### config.mk
export PLATFORM = sky130hd
export DESIGN_NAME = core_and_peripheral_interrupt_ctrl
export DESIGN_NICKNAME = d
export VERILOG_FILES = /design/src/hdl/intc_pkg.sv /design/src/hdl/core_and_peripheral_interrupt_ctrl.sv
export SDC_FILE = /design/constraint.sdc
export NUM_CORES = 1
export LEC_CHECK = 0
export BUFFER_PORTS_ARGS = -buffer_cell sky130_fd_sc_hd__buf_2
export CAP_MARGIN = 0
export CORE_ASPECT_RATIO = 1.2
export CORE_MARGIN = 2
export CORE_UTILIZATION = 50
export CTS_CLUSTER_DIAMETER = 40
export CTS_CLUSTER_SIZE = 10
export DETAILED_ROUTE_END_ITERATION = 10
export GPL_ROUTABILITY_DRIVEN = 1
export GPL_TIMING_DRIVEN = 0
export PLACE_DENSITY = 0.69
export SYNTH_ARGS = -nofsm -noshare
export SYNTH_HDL_FRONTEND = slang
export SYNTH_SLANG_ARGS = --single-unit
### constraint.sdc
create_clock -name ref_clk_i -period 11.5 [get_ports ref_clk_i]
set_clock_uncertainty 0.1 [all_clocks]
set_input_delay 1.15 -clock ref_clk_i [delete_from_list [all_inputs] [get_ports ref_clk_i]]
set_output_delay 1.15 -clock ref_clk_i [all_outputs]
set_load 0.005 [all_outputs]
### src/hdl/intc_pkg.sv
// Operation
// - Controller arbitrates exactly seventeen sources, emulator plus sixteen latch slots.
// - Fixed priority, emulator first, then slots 0 to 15; vectors step by 0x20.
// - Pending latch bits are ANDed with mask; highest unmasked request wins.
// - Emulator, power-down, reset ignore mask; power-down still needs global enable.
// - Control register holds nesting and global enable; nesting lets lower-numbered slots preempt.
// - Software latch writes can force or cancel pending requests.
// - Enable and disable instructions switch global servicing regardless of the mask.
// - Global servicing is off after reset until software enables it.
// - Entry pushes and return pops the PC and status stacks; loop stack tracked.
// - Stack-level interrupt fires when PC stack falls below 3 or exceeds 28.
// - Mapper accepts thirty-two peripheral request inputs.
// - Each source owns a 4-bit code, four per 16-bit route register, eight registers.
// - Code n from 0x0 to 0xB routes the source to user slot n.
// - Codes 0xC to 0xF disconnect the source from every core input.
// - Sources sharing a user slot are combined; handler software finds the true source.
// - No peripheral routing is in effect after reset until codes are written.
// - Route registers are reached through the I/O register port.
package intc_pkg;
   localparam int NUM_SLOTS = 16;
   localparam int SLOT_W = 4;
   localparam int VEC_W = 24;
   localparam logic [23:0] VEC_STEP = 24'h000020;
   localparam int SLOT_RESET = 0;
   localparam int SLOT_PDOWN = 1;
   localparam int SLOT_STACK = 2;
   localparam int SLOT_KERNEL = 3;
   localparam int SLOT_USER0 = 4;
   localparam int USER_SLOTS = 12;
   localparam logic [15:0] NONMASK = 16'h0003;
   localparam logic [15:0] RESET_ONLY = 16'h0001;
   localparam int NUM_PERIPH = 32;
   localparam int ROUTE_W = 4;
   localparam logic [3:0] ROUTE_LAST = 4'hb;
   localparam logic [3:0] ROUTE_OFF = 4'hf;
   localparam int FIELDS_PER_REG = 4;
   localparam int NUM_ROUTE_REGS = 8;
   localparam int REG_W = 16;
   localparam logic [15:0] ROUTE_REG_RST = 16'hffff;
   localparam logic [15:0] MASK_RST = 16'h0000;
   localparam logic [15:0] LATCH_RST = 16'h0000;
   localparam logic [1:0] CTRL_RST = 2'h0;
   localparam int PC_DEPTH = 33;
   localparam int LOOP_DEPTH = 8;
   localparam int STAT_DEPTH = 16;
   localparam int PC_LOW = 3;
   localparam int PC_HIGH = 28;
   localparam logic [1:0] SEL_MASK = 2'h0;
   localparam logic [1:0] SEL_LATCH = 2'h1;
   localparam logic [1:0] SEL_CTRL = 2'h2;
   localparam logic [1:0] SEL_STAT = 2'h3;
   localparam int CTRL_NEST = 0;
   localparam int CTRL_GIE = 1;
   localparam int STAT_PC_LSB = 0;
   localparam int STAT_LOOP_LSB = 6;
   localparam int STAT_STAT_LSB = 10;
endpackage

### src/hdl/core_and_peripheral_interrupt_ctrl.sv
`timescale 1ns/100ps
`default_nettype none
module core_and_peripheral_interrupt_ctrl (
   input wire logic ref_clk_i,
   input wire logic reset_i,
   input wire logic emu_irq_i,
   input wire logic reset_irq_i,
   input wire logic pdown_irq_i,
   input wire logic kernel_irq_i,
   input wire logic [31:0] periph_irq_i,
   input wire logic global_irq_on_instr_i,
   input wire logic global_irq_off_instr_i,
   input wire logic irq_ack_i,
   input wire logic irq_return_i,
   input wire logic pc_push_i,
   input wire logic pc_pop_i,
   input wire logic loop_push_i,
   input wire logic loop_pop_i,
   input wire logic creg_wr_i,
   input wire logic [1:0] creg_sel_i,
   input wire logic [15:0] creg_wdata_i,
   output logic [15:0] creg_rdata_o,
   input wire logic io_wr_i,
   input wire logic [2:0] io_addr_i,
   input wire logic [15:0] io_wdata_i,
   output logic [15:0] io_rdata_o,
   output logic emu_req_o,
   output logic irq_req_o,
   output logic [3:0] irq_slot_o,
   output logic [23:0] irq_vector_o
);

   // ---------------------------------------------------------------
   // State
   // ---------------------------------------------------------------
   logic [15:0] core_interrupt_mask;
   logic [15:0] core_interrupt_latch;
   logic [1:0] interrupt_control_reg;
   logic [15:0] active;
   logic [15:0] periph_route [intc_pkg::NUM_ROUTE_REGS];
   logic [5:0] pc_level;
   logic [5:0] loop_level;
   logic [5:0] stat_level;
   logic io_written;

   logic ack_fire;
   logic push_any;
   logic pop_any;
   logic [5:0] next_pc_level;
   logic stack_evt;
   logic [11:0] slot_hits;
   logic [15:0] hw_set;
   logic [15:0] ack_clr;
   logic [15:0] eligible;
   logic next_req;
   logic [3:0] next_slot;

   // ---------------------------------------------------------------
   // Helpers
   // ---------------------------------------------------------------
   function automatic logic [3:0] first_set(input logic [15:0] v);
      logic [3:0] r;
      r = 4'h0;
      for (int i = 15; i >= 0; i--) begin
         if (v[i]) begin
            r = 4'(i);
         end
      end
      return r;
   endfunction

   function automatic logic [3:0] route_code(input int src);
      logic [15:0] w;
      w = periph_route[src / intc_pkg::FIELDS_PER_REG];
      return w[(src % intc_pkg::FIELDS_PER_REG) * intc_pkg::ROUTE_W +: intc_pkg::ROUTE_W];
   endfunction

   // Bit i is set when source i is routed to the given user slot.
   function automatic logic [31:0] route_match(input logic [3:0] slot);
      logic [31:0] m;
      m = 32'h0;
      for (int s = 0; s < intc_pkg::NUM_PERIPH; s++) begin
         m[s] = (route_code(s) == slot) && (route_code(s) <= intc_pkg::ROUTE_LAST);
      end
      return m;
   endfunction

   function automatic logic [5:0] bump(input logic [5:0] lvl, input logic up,
                                       input logic dn, input int depth);
      logic [5:0] r;
      r = lvl;
      if (up && !dn && lvl < 6'(depth)) begin
         r = lvl + 6'h01;
      end else if (dn && !up && lvl != 6'h00) begin
         r = lvl - 6'h01;
      end
      return r;
   endfunction

   // ---------------------------------------------------------------
   // Peripheral mapping
   // ---------------------------------------------------------------
   genvar g;
   generate
      for (g = 0; g < intc_pkg::USER_SLOTS; g++) begin : g_map
         assign slot_hits[g] = |(periph_irq_i & route_match(4'(g)));
      end
   endgenerate

   always_ff @(posedge ref_clk_i or posedge reset_i) begin
      if (reset_i) begin
         for (int r = 0; r < intc_pkg::NUM_ROUTE_REGS; r++) begin
            periph_route[r] <= intc_pkg::ROUTE_REG_RST;
         end
      end else if (io_wr_i) begin
         periph_route[io_addr_i] <= io_wdata_i;
      end
   end

   always_ff @(posedge ref_clk_i or posedge reset_i) begin
      if (reset_i) begin
         io_written <= 1'b0;
         io_rdata_o <= 16'h0000;
      end else begin
         io_written <= io_written | io_wr_i;
         io_rdata_o <= periph_route[io_addr_i];
      end
   end

   // ---------------------------------------------------------------
   // Stacks
   // ---------------------------------------------------------------
   assign ack_fire = irq_ack_i && irq_req_o;
   assign push_any = ack_fire || pc_push_i;
   assign pop_any = irq_return_i || pc_pop_i;
   assign next_pc_level = bump(pc_level, push_any, pop_any, intc_pkg::PC_DEPTH);
   assign stack_evt = (pc_level >= 6'(intc_pkg::PC_LOW) && next_pc_level < 6'(intc_pkg::PC_LOW))
      || (pc_level <= 6'(intc_pkg::PC_HIGH) && next_pc_level > 6'(intc_pkg::PC_HIGH));

   always_ff @(posedge ref_clk_i or posedge reset_i) begin
      if (reset_i) begin
         pc_level <= 6'h00;
         loop_level <= 6'h00;
         stat_level <= 6'h00;
      end else begin
         pc_level <= next_pc_level;
         loop_level <= bump(loop_level, loop_push_i, loop_pop_i, intc_pkg::LOOP_DEPTH);
         stat_level <= bump(stat_level, ack_fire, irq_return_i, intc_pkg::STAT_DEPTH);
      end
   end

   // ---------------------------------------------------------------
   // Latch, mask and control
   // ---------------------------------------------------------------
   always_comb begin
      hw_set = {slot_hits, kernel_irq_i, stack_evt, pdown_irq_i, reset_irq_i};
      ack_clr = ack_fire ? (16'h0001 << irq_slot_o) : 16'h0000;
   end

   // Hardware sets win over any clear in the same cycle.
   always_ff @(posedge ref_clk_i or posedge reset_i) begin
      if (reset_i) begin
         core_interrupt_latch <= intc_pkg::LATCH_RST;
      end else if (creg_wr_i && creg_sel_i == intc_pkg::SEL_LATCH) begin
         core_interrupt_latch <= creg_wdata_i | hw_set;
      end else begin
         core_interrupt_latch <= (core_interrupt_latch & ~ack_clr) | hw_set;
      end
   end

   always_ff @(posedge ref_clk_i or posedge reset_i) begin
      if (reset_i) begin
         core_interrupt_mask <= intc_pkg::MASK_RST;
      end else if (creg_wr_i && creg_sel_i == intc_pkg::SEL_MASK) begin
         core_interrupt_mask <= creg_wdata_i;
      end
   end

   always_ff @(posedge ref_clk_i or posedge reset_i) begin
      if (reset_i) begin
         interrupt_control_reg <= intc_pkg::CTRL_RST;
      end else begin
         if (creg_wr_i && creg_sel_i == intc_pkg::SEL_CTRL) begin
            interrupt_control_reg <= creg_wdata_i[1:0];
         end
         if (global_irq_on_instr_i) begin
            interrupt_control_reg[intc_pkg::CTRL_GIE] <= 1'b1;
         end else if (global_irq_off_instr_i) begin
            interrupt_control_reg[intc_pkg::CTRL_GIE] <= 1'b0;
         end
      end
   end

   always_ff @(posedge ref_clk_i or posedge reset_i) begin
      if (reset_i) begin
         creg_rdata_o <= 16'h0000;
      end else begin
         unique case (creg_sel_i)
            intc_pkg::SEL_MASK: creg_rdata_o <= core_interrupt_mask;
            intc_pkg::SEL_LATCH: creg_rdata_o <= core_interrupt_latch;
            intc_pkg::SEL_CTRL: creg_rdata_o <= {14'h0000, interrupt_control_reg};
            intc_pkg::SEL_STAT: creg_rdata_o <= {1'b0, stat_level[4:0],
                                                 loop_level[3:0], pc_level};
         endcase
      end
   end

   // ---------------------------------------------------------------
   // Arbitration
   // ---------------------------------------------------------------
   always_comb begin
      eligible = core_interrupt_latch & (core_interrupt_mask | intc_pkg::NONMASK);
      if (!interrupt_control_reg[intc_pkg::CTRL_GIE]) begin
         eligible = eligible & intc_pkg::RESET_ONLY;
      end
      if (active != 16'h0000) begin
         if (interrupt_control_reg[intc_pkg::CTRL_NEST]) begin
            eligible = eligible & ((16'h0001 << first_set(active)) - 16'h0001);
         end else begin
            eligible = eligible & intc_pkg::RESET_ONLY;
         end
      end
      next_req = (eligible != 16'h0000) && !emu_irq_i;
      next_slot = first_set(eligible);
   end

   // A taken request leaves one idle cycle so the cleared latch is seen.
   always_ff @(posedge ref_clk_i or posedge reset_i) begin
      if (reset_i) begin
         irq_req_o <= 1'b0;
         irq_slot_o <= 4'h0;
         irq_vector_o <= 24'h000000;
         emu_req_o <= 1'b0;
      end else begin
         irq_req_o <= next_req && !ack_fire;
         irq_slot_o <= next_slot;
         irq_vector_o <= 24'(next_slot) * intc_pkg::VEC_STEP;
         emu_req_o <= emu_irq_i;
      end
   end

   always_ff @(posedge ref_clk_i or posedge reset_i) begin
      if (reset_i) begin
         active <= 16'h0000;
      end else begin
         active <= (irq_return_i ? (active & (active - 16'h0001)) : active) | ack_clr;
      end
   end
endmodule
`default_nettype wire

; Word level (Yosys, flattened, before mapping)
; Index checks and enable logic that the tools add are counted.
[word_totals]
elab_cells = 972
mem_bits_rw = 0
input_bits = 85
mem_bits_ro = 0
n_memories = 0
latch_bits = 0
reg_bits = 234
[op_classes]
n_shift = 2
mux = 56
mul = 0
bitwise_logic = 21
n_eq_ne = 355
n_reduce_logical = 468
n_lt_le_gt_ge = 41
add_sub_neg = 8
n_div = 0
[ops]
columns = operator, count
row1 = $eq 4x3->1 const B, 128
row2 = $eq 4x4->1 const B, 128
row3 = $logic_and 1x1->1, 405
row4 = $and 32x32->32, 12
row5 = $reduce_or 32->1, 12
row6 = $eq 4x2->1 const B, 64
row7 = $mux 16, 9
row8 = $mux 4, 34
row9 = $bwmux 128, 1
row10 = $eq 4x1->1 const B, 32
row11 = $le 4x4->1 const B, 32
row12 = $logic_not 4->1, 32
row13 = $and 16x16->16, 4
row14 = $pmux 16 s4, 1
row15 = $bmux 16 s3, 1
row16 = $demux 16 s3, 1
row17 = $or 16x16->16, 3
row18 = $mux 6, 6
row19 = $reduce_bool 16->1, 2
row20 = $shl 1x4->16 const A, 2
row21 = $sub 16x1->16 const B, 2
row22 = $add 6x1->6 const B, 3
row23 = $reduce_bool 6->1, 3
row24 = $sub 6x1->6 const B, 3
row25 = other kinds (20), 31

; Depth between registers and ports, before layout
[logic_depth]
word_depth = 39
depth_mapped = 15

; Worst setup path before layout
; Ideal clock, no wire load.
[synth_path]
path_type = input -> register
startpoint = in irq_ack_i
endpoint = reg core_interrupt_latch[2]
t_required_ps = 11335
path_stages = 9
arrival_time_ps = 3034
path_slack_ps = 8302
path_cell_list = and2_1 buf_6 a2111oi_4 nand3_1 mux2_2 xnor2_2 or3b_1 a211oi_1 a211o_1
[synth_via]
elab_chain_len = 12
[synth_rtl]
columns = item, line
row1 = start: declaration, core_and_peripheral_interrupt_ctrl.sv:13  ; input wire logic irq_ack_i,
row2 = $logic_and 1x1->1 *, core_and_peripheral_interrupt_ctrl.sv:133  ; assign ack_fire = irq_ack_i && irq_req_o;
row3 = $logic_or 1x1->1 *, core_and_peripheral_interrupt_ctrl.sv:134  ; assign push_any = ack_fire || pc_push_i;
row4 = $logic_not 1->1, core_and_peripheral_interrupt_ctrl.sv:94  ; end else if (dn && !up && lvl != 6'h00) begin
row5 = $logic_and 1x1->1 (2 in series), core_and_peripheral_interrupt_ctrl.sv:94
row6 = $mux 6, core_and_peripheral_interrupt_ctrl.sv:94
row7 = $mux 6 *, core_and_peripheral_interrupt_ctrl.sv:92  ; if (up && !dn && lvl < 6'(depth)) begin
row8 = named net next_pc_level[3], core_and_peripheral_interrupt_ctrl.sv:49  ; logic [5:0] next_pc_level;
row9 = $lt 6x2->1 / $gt 6x5->1 (equally long branches), "core_and_peripheral_interrupt_ctrl.sv:137, core_and_peripheral_interrupt_ctrl.sv:138"
row10 = $logic_and 1x1->1 (on tied branches), "core_and_peripheral_interrupt_ctrl.sv:137, core_and_peripheral_interrupt_ctrl.sv:138"
row11 = $logic_or 1x1->1 *, core_and_peripheral_interrupt_ctrl.sv:138  ; || (pc_level <= 6'(intc_pkg::PC_HIGH) && next_pc_level > 6'(intc_pkg::PC_HIGH));
row12 = $or 16x16->16 (on tied branches), "core_and_peripheral_interrupt_ctrl.sv:167, core_and_peripheral_interrupt_ctrl.sv:165"
row13 = $mux 16 *, core_and_peripheral_interrupt_ctrl.sv:164  ; end else if (creg_wr_i && creg_sel_i == intc_pkg::SEL_LATCH) begin
row14 = end signal: assignment, core_and_peripheral_interrupt_ctrl.sv:163  ; core_interrupt_latch <= intc_pkg::LATCH_RST;
row15 = end signal: assignment, core_and_peripheral_interrupt_ctrl.sv:165  ; core_interrupt_latch <= creg_wdata_i | hw_set;
row16 = end signal: assignment, core_and_peripheral_interrupt_ctrl.sv:167  ; core_interrupt_latch <= (core_interrupt_latch & ~ack_clr) | hw_set;
row17 = end: declaration, core_and_peripheral_interrupt_ctrl.sv:37  ; logic [15:0] core_interrupt_latch;
; The timed path passes the listed nets; every way through them passes the cells marked *.
; A chain may end at the register's enable or synchronous reset.

; Worst setup path in the final report
[layout_path]
startpoint = in io_addr_i[0]
endpoint = reg periph_route[52] (netlist bit)
[layout_via]
elab_chain_len = 6
[layout_rtl]
columns = item, line
row1 = start: declaration, core_and_peripheral_interrupt_ctrl.sv:24  ; input wire logic [2:0] io_addr_i,
row2 = $not 3->4 (implied by the code) *, core_and_peripheral_interrupt_ctrl.sv:116  ; periph_route[io_addr_i] <= io_wdata_i;
row3 = $ge 4x4->1 (implied by the code) / $lt 4x1->1 (equally long branches), core_and_peripheral_interrupt_ctrl.sv:116
row4 = $logic_and 1x1->1 (implied by the code), core_and_peripheral_interrupt_ctrl.sv:116
row5 = $mux 16 (implied by the code), core_and_peripheral_interrupt_ctrl.sv:116
row6 = $demux 16 s3 *, core_and_peripheral_interrupt_ctrl.sv:116
row7 = $bwmux 128 *, core_and_peripheral_interrupt_ctrl.sv:116
row8 = end signal: indexed assignment, core_and_peripheral_interrupt_ctrl.sv:113  ; periph_route[r] <= intc_pkg::ROUTE_REG_RST;
row9 = end signal: indexed assignment, core_and_peripheral_interrupt_ctrl.sv:116
row10 = end: declaration, core_and_peripheral_interrupt_ctrl.sv:40  ; logic [15:0] periph_route [intc_pkg::NUM_ROUTE_REGS];
; Every way passes the cells marked *; elsewhere a longest branch is shown, timed or not.

==> results.cfg <==
[yosys]
synth_warnings = 0
syn_inst = 1531
synthArstFlopShare_pct = 100
yosysSeqAreaShare_pct = 39.7
synth-edff-count = 0
synthFlopType = dfstp_2
syn_avg_cell_area_sq_um = 9.89
synth_cell_type_count = 87
synth-seq-cells = 234
syn_area_sq_mm = 0.0151

[clock_network]
clkSinkCount = 234
cts-root-buf = clkbuf_16
cts_tree = done
clock_latency_ns = 0.53
ctsResizeCount = 0
clock_path_buffers = 3
h-tree-depth = 2
postCtsSetupBuffers = 0
cts_inserted_buffers = 35
clkTransAtPathRegs_ns = 0.05
ctsHoldBuffers = 0

[setup_path]
critPathLaunchType = input port
critical_path_class = in -> reg
crit_fanout = 10
arrival_ns = 4.36
cp.required_ns = 11.84
cp-end-kind = flop

[final_layout]
area_growth_pct = 15.2
layout.nets = 1809
layout-drive-gt1-share_pct = 32.5
largest_reg_flops = 128
top_register = periph_route

[pwr]
p_leak_nw = 6.90
power-per-cell-area_mw_per_mm2 = 221
ir_drop_mv = 0.210

[detailed_routing]
drt_first_iter_violations = 2532
wire_per_inst_microns = 35.1
detail-route-antenna-nets = 0
drc = 0
vias = 15242
viasPerCell = 7.17
dr.pass1.iters = 7
wl_microns = 74500

[global_routing]
antenna_found_initial = 2
groute.usage.overall_pct = 46.6
grt_max_degree = 121
grt_pass1_wl_microns = 105000
grt_overflow = 0
grt_pass1_vias = 15113

[timing]
max_freq_mhz = 249
fin_tns_setup_ns = 0
hold_viol_final = 0
fin_crit_ns = 4.02
rsz0062_at_grt = no
report.final.slew_viol_count = 5
setup_viol = 0
maxSlewHeadroom_pct = -3.36
worst_pin_slew_ns = 1.55
holdWs_ns = 0.437
fin_crit_sh_pct = 34.9

[floorplanning]
fp.coreArea_sq_mm = 0.0297
die_w_microns = 163
die_y_microns = 195
io_pins = 147
dieArea_sq_mm = 0.0317
num_rows = 69
initial_utilization_pct = 51.0

[status]
violations = max-capacitance violations, max-slew violations
status = complete, but fails checks

[worst_hold_path]
hp-class = reg -> reg

[job]
cap_viol_max_count = 1

[placement]
portBuffers = 122
gp_congestion = 1.16
place_hpwl_microns = 58000
[area by class of cell]
type / instances / area (sq um)
fillers: 2398 / 12300
multi-input cells: 1184 / 8590
flip-flops and latches: 234 / 6020
clock buffers: 48 / 977
repair buffers: 124 / 643
well taps: 390 / 488
plain buffers: 96 / 474
inverters: 36 / 143
clock inverters: 13 / 111
diodes: 1 / 2.50
[metrics by stage]
stage	setup WS (ns)	cells	power (mW)	util (%)	instance area, sq um
after floorplan	4.04	1550	2.16	-	15200
after global placement	1.85	2062	2.71	54.9	16300
after detailed placement	7.21	2064	2.75	55.1	16300
after CTS	7.73	2125	3.77	58.7	17400
after global routing	7.47	2125	3.97	58.7	17400
final	7.48	2126	3.86	58.7	17400
[Yosys cell counts, types with 7 or more instances]
cell	number	share of area, %
o22ai_1	84	3.5
nor3b_1	29	1.4
a211oi_1	7	0.35
nand3b_1	58	2.9
a22oi_1	10	0.50
ha_1	11	0.91
nor2b_1	15	0.62
a31oi_1	13	0.54
inv_1	36	0.89
a21o_1	8	0.40
mux4_2	34	5.1
nand2b_1	63	2.6
mux2i_1	15	0.99
dfstp_2	128	22
xnor2_1	9	0.52
nand2_1	146	3.6
nor2_1	72	1.8
nand4_1	24	0.99
and3_1	9	0.37
or4_1	8	0.40
nand3_1	55	1.8
o2111ai_1	9	0.52
buf_4	25	1.2
nor4_1	32	1.3
or3b_2	14	0.81
clkbuf_1	61	1.5
a21oi_1	28	0.93
mux2_2	158	12
o21ai_0	47	1.6
dfrtp_1	106	18
nor3_1	95	3.1
[layout by cell type (no fill, tap or decap), drive strengths merged, types with 7 or more instances in the layout]
| cell type | count |
|---|---|
| dfrtp | 106 |
| dfstp | 128 |
| clkbuf | 109 |
| nor2 | 73 |
| mux2 | 159 |
| nand2 | 146 |
| or3b | 15 |
| buf | 159 |
| o2111ai | 9 |
| nand2b | 63 |
| nand3 | 55 |
| nand3b | 58 |
| nor3b | 29 |
| clkinv | 9 |
| mux2i | 15 |
| nand4 | 24 |
| o22ai | 84 |
| nor3 | 97 |
| a21oi | 29 |
| a31oi | 13 |
| ha | 11 |
| inv | 38 |
| or2 | 7 |
| a21o | 8 |
| or4 | 8 |
| nor2b | 15 |
| nor4 | 36 |
| conb | 20 |
| xnor2 | 10 |
| and3 | 9 |
| a22oi | 10 |
| o21ai | 52 |
| mux4 | 34 |
| a211oi | 9 |
| a2111oi | 8 |
[critical path, cell delays in order]
cell and delay [ns]:
clkbuf_1 0.43, nand2b_1 0.38, nor3b_1 1.04, clkbuf_1 0.91
mux2_2 0.42
[logic make-up (layout without fill, tap and decap cells)]
logic type                 count (synthesis)  after routing  share of synthesized area (%)
other                                      1             21                         0.0248
buffers and inverters                    132            317                           4.03
muxes                                    208            208                           17.9
DFF                                      234            234                           39.7
xor gates and xnor gates                  14             14                          0.860
and+or+nand+nor                          651            651                           23.6
AOI/OAI and AO/OA                        278            278                           12.6
adders and majority gates                 13             13                           1.17
[routing by layer]
metal	part of all wire, %	track usage [%]	up-vias
met5	0.016	0	-
li1	-	-	6129
met3	10	10.9	419
met2	46	74.1	1282
met4	11	39.8	2
met1	33	52.6	7410
[path summary, 6_finish.rpt]
path	cells past startpoint	startpoint	end	slack, ns
setup / recovery	5	io_addr_i[0]	periph_route[52]	7.48
hold / removal	1	core_interrupt_mask[3]	core_interrupt_mask[3]	0.44
setup reg to reg	13	active[14]	irq_vector_o[8]	7.94
hold reg to reg	1	core_interrupt_mask[3]	core_interrupt_mask[3]	0.44
max in group asynchronous	3	reset_i	loop_level[2]	9.61
min in group asynchronous	2	reset_i	io_rdata_o[1]	0.66
[report_power, final]
part	switching (mW)	total (mW)	internal, mW	leakage, nW
clock	0.392	1.01	0.619	0.534
sequential	0.274	1.37	1.09	2.61
combinational	0.924	1.48	0.553	3.76
(Power assumes the default switching activity.)
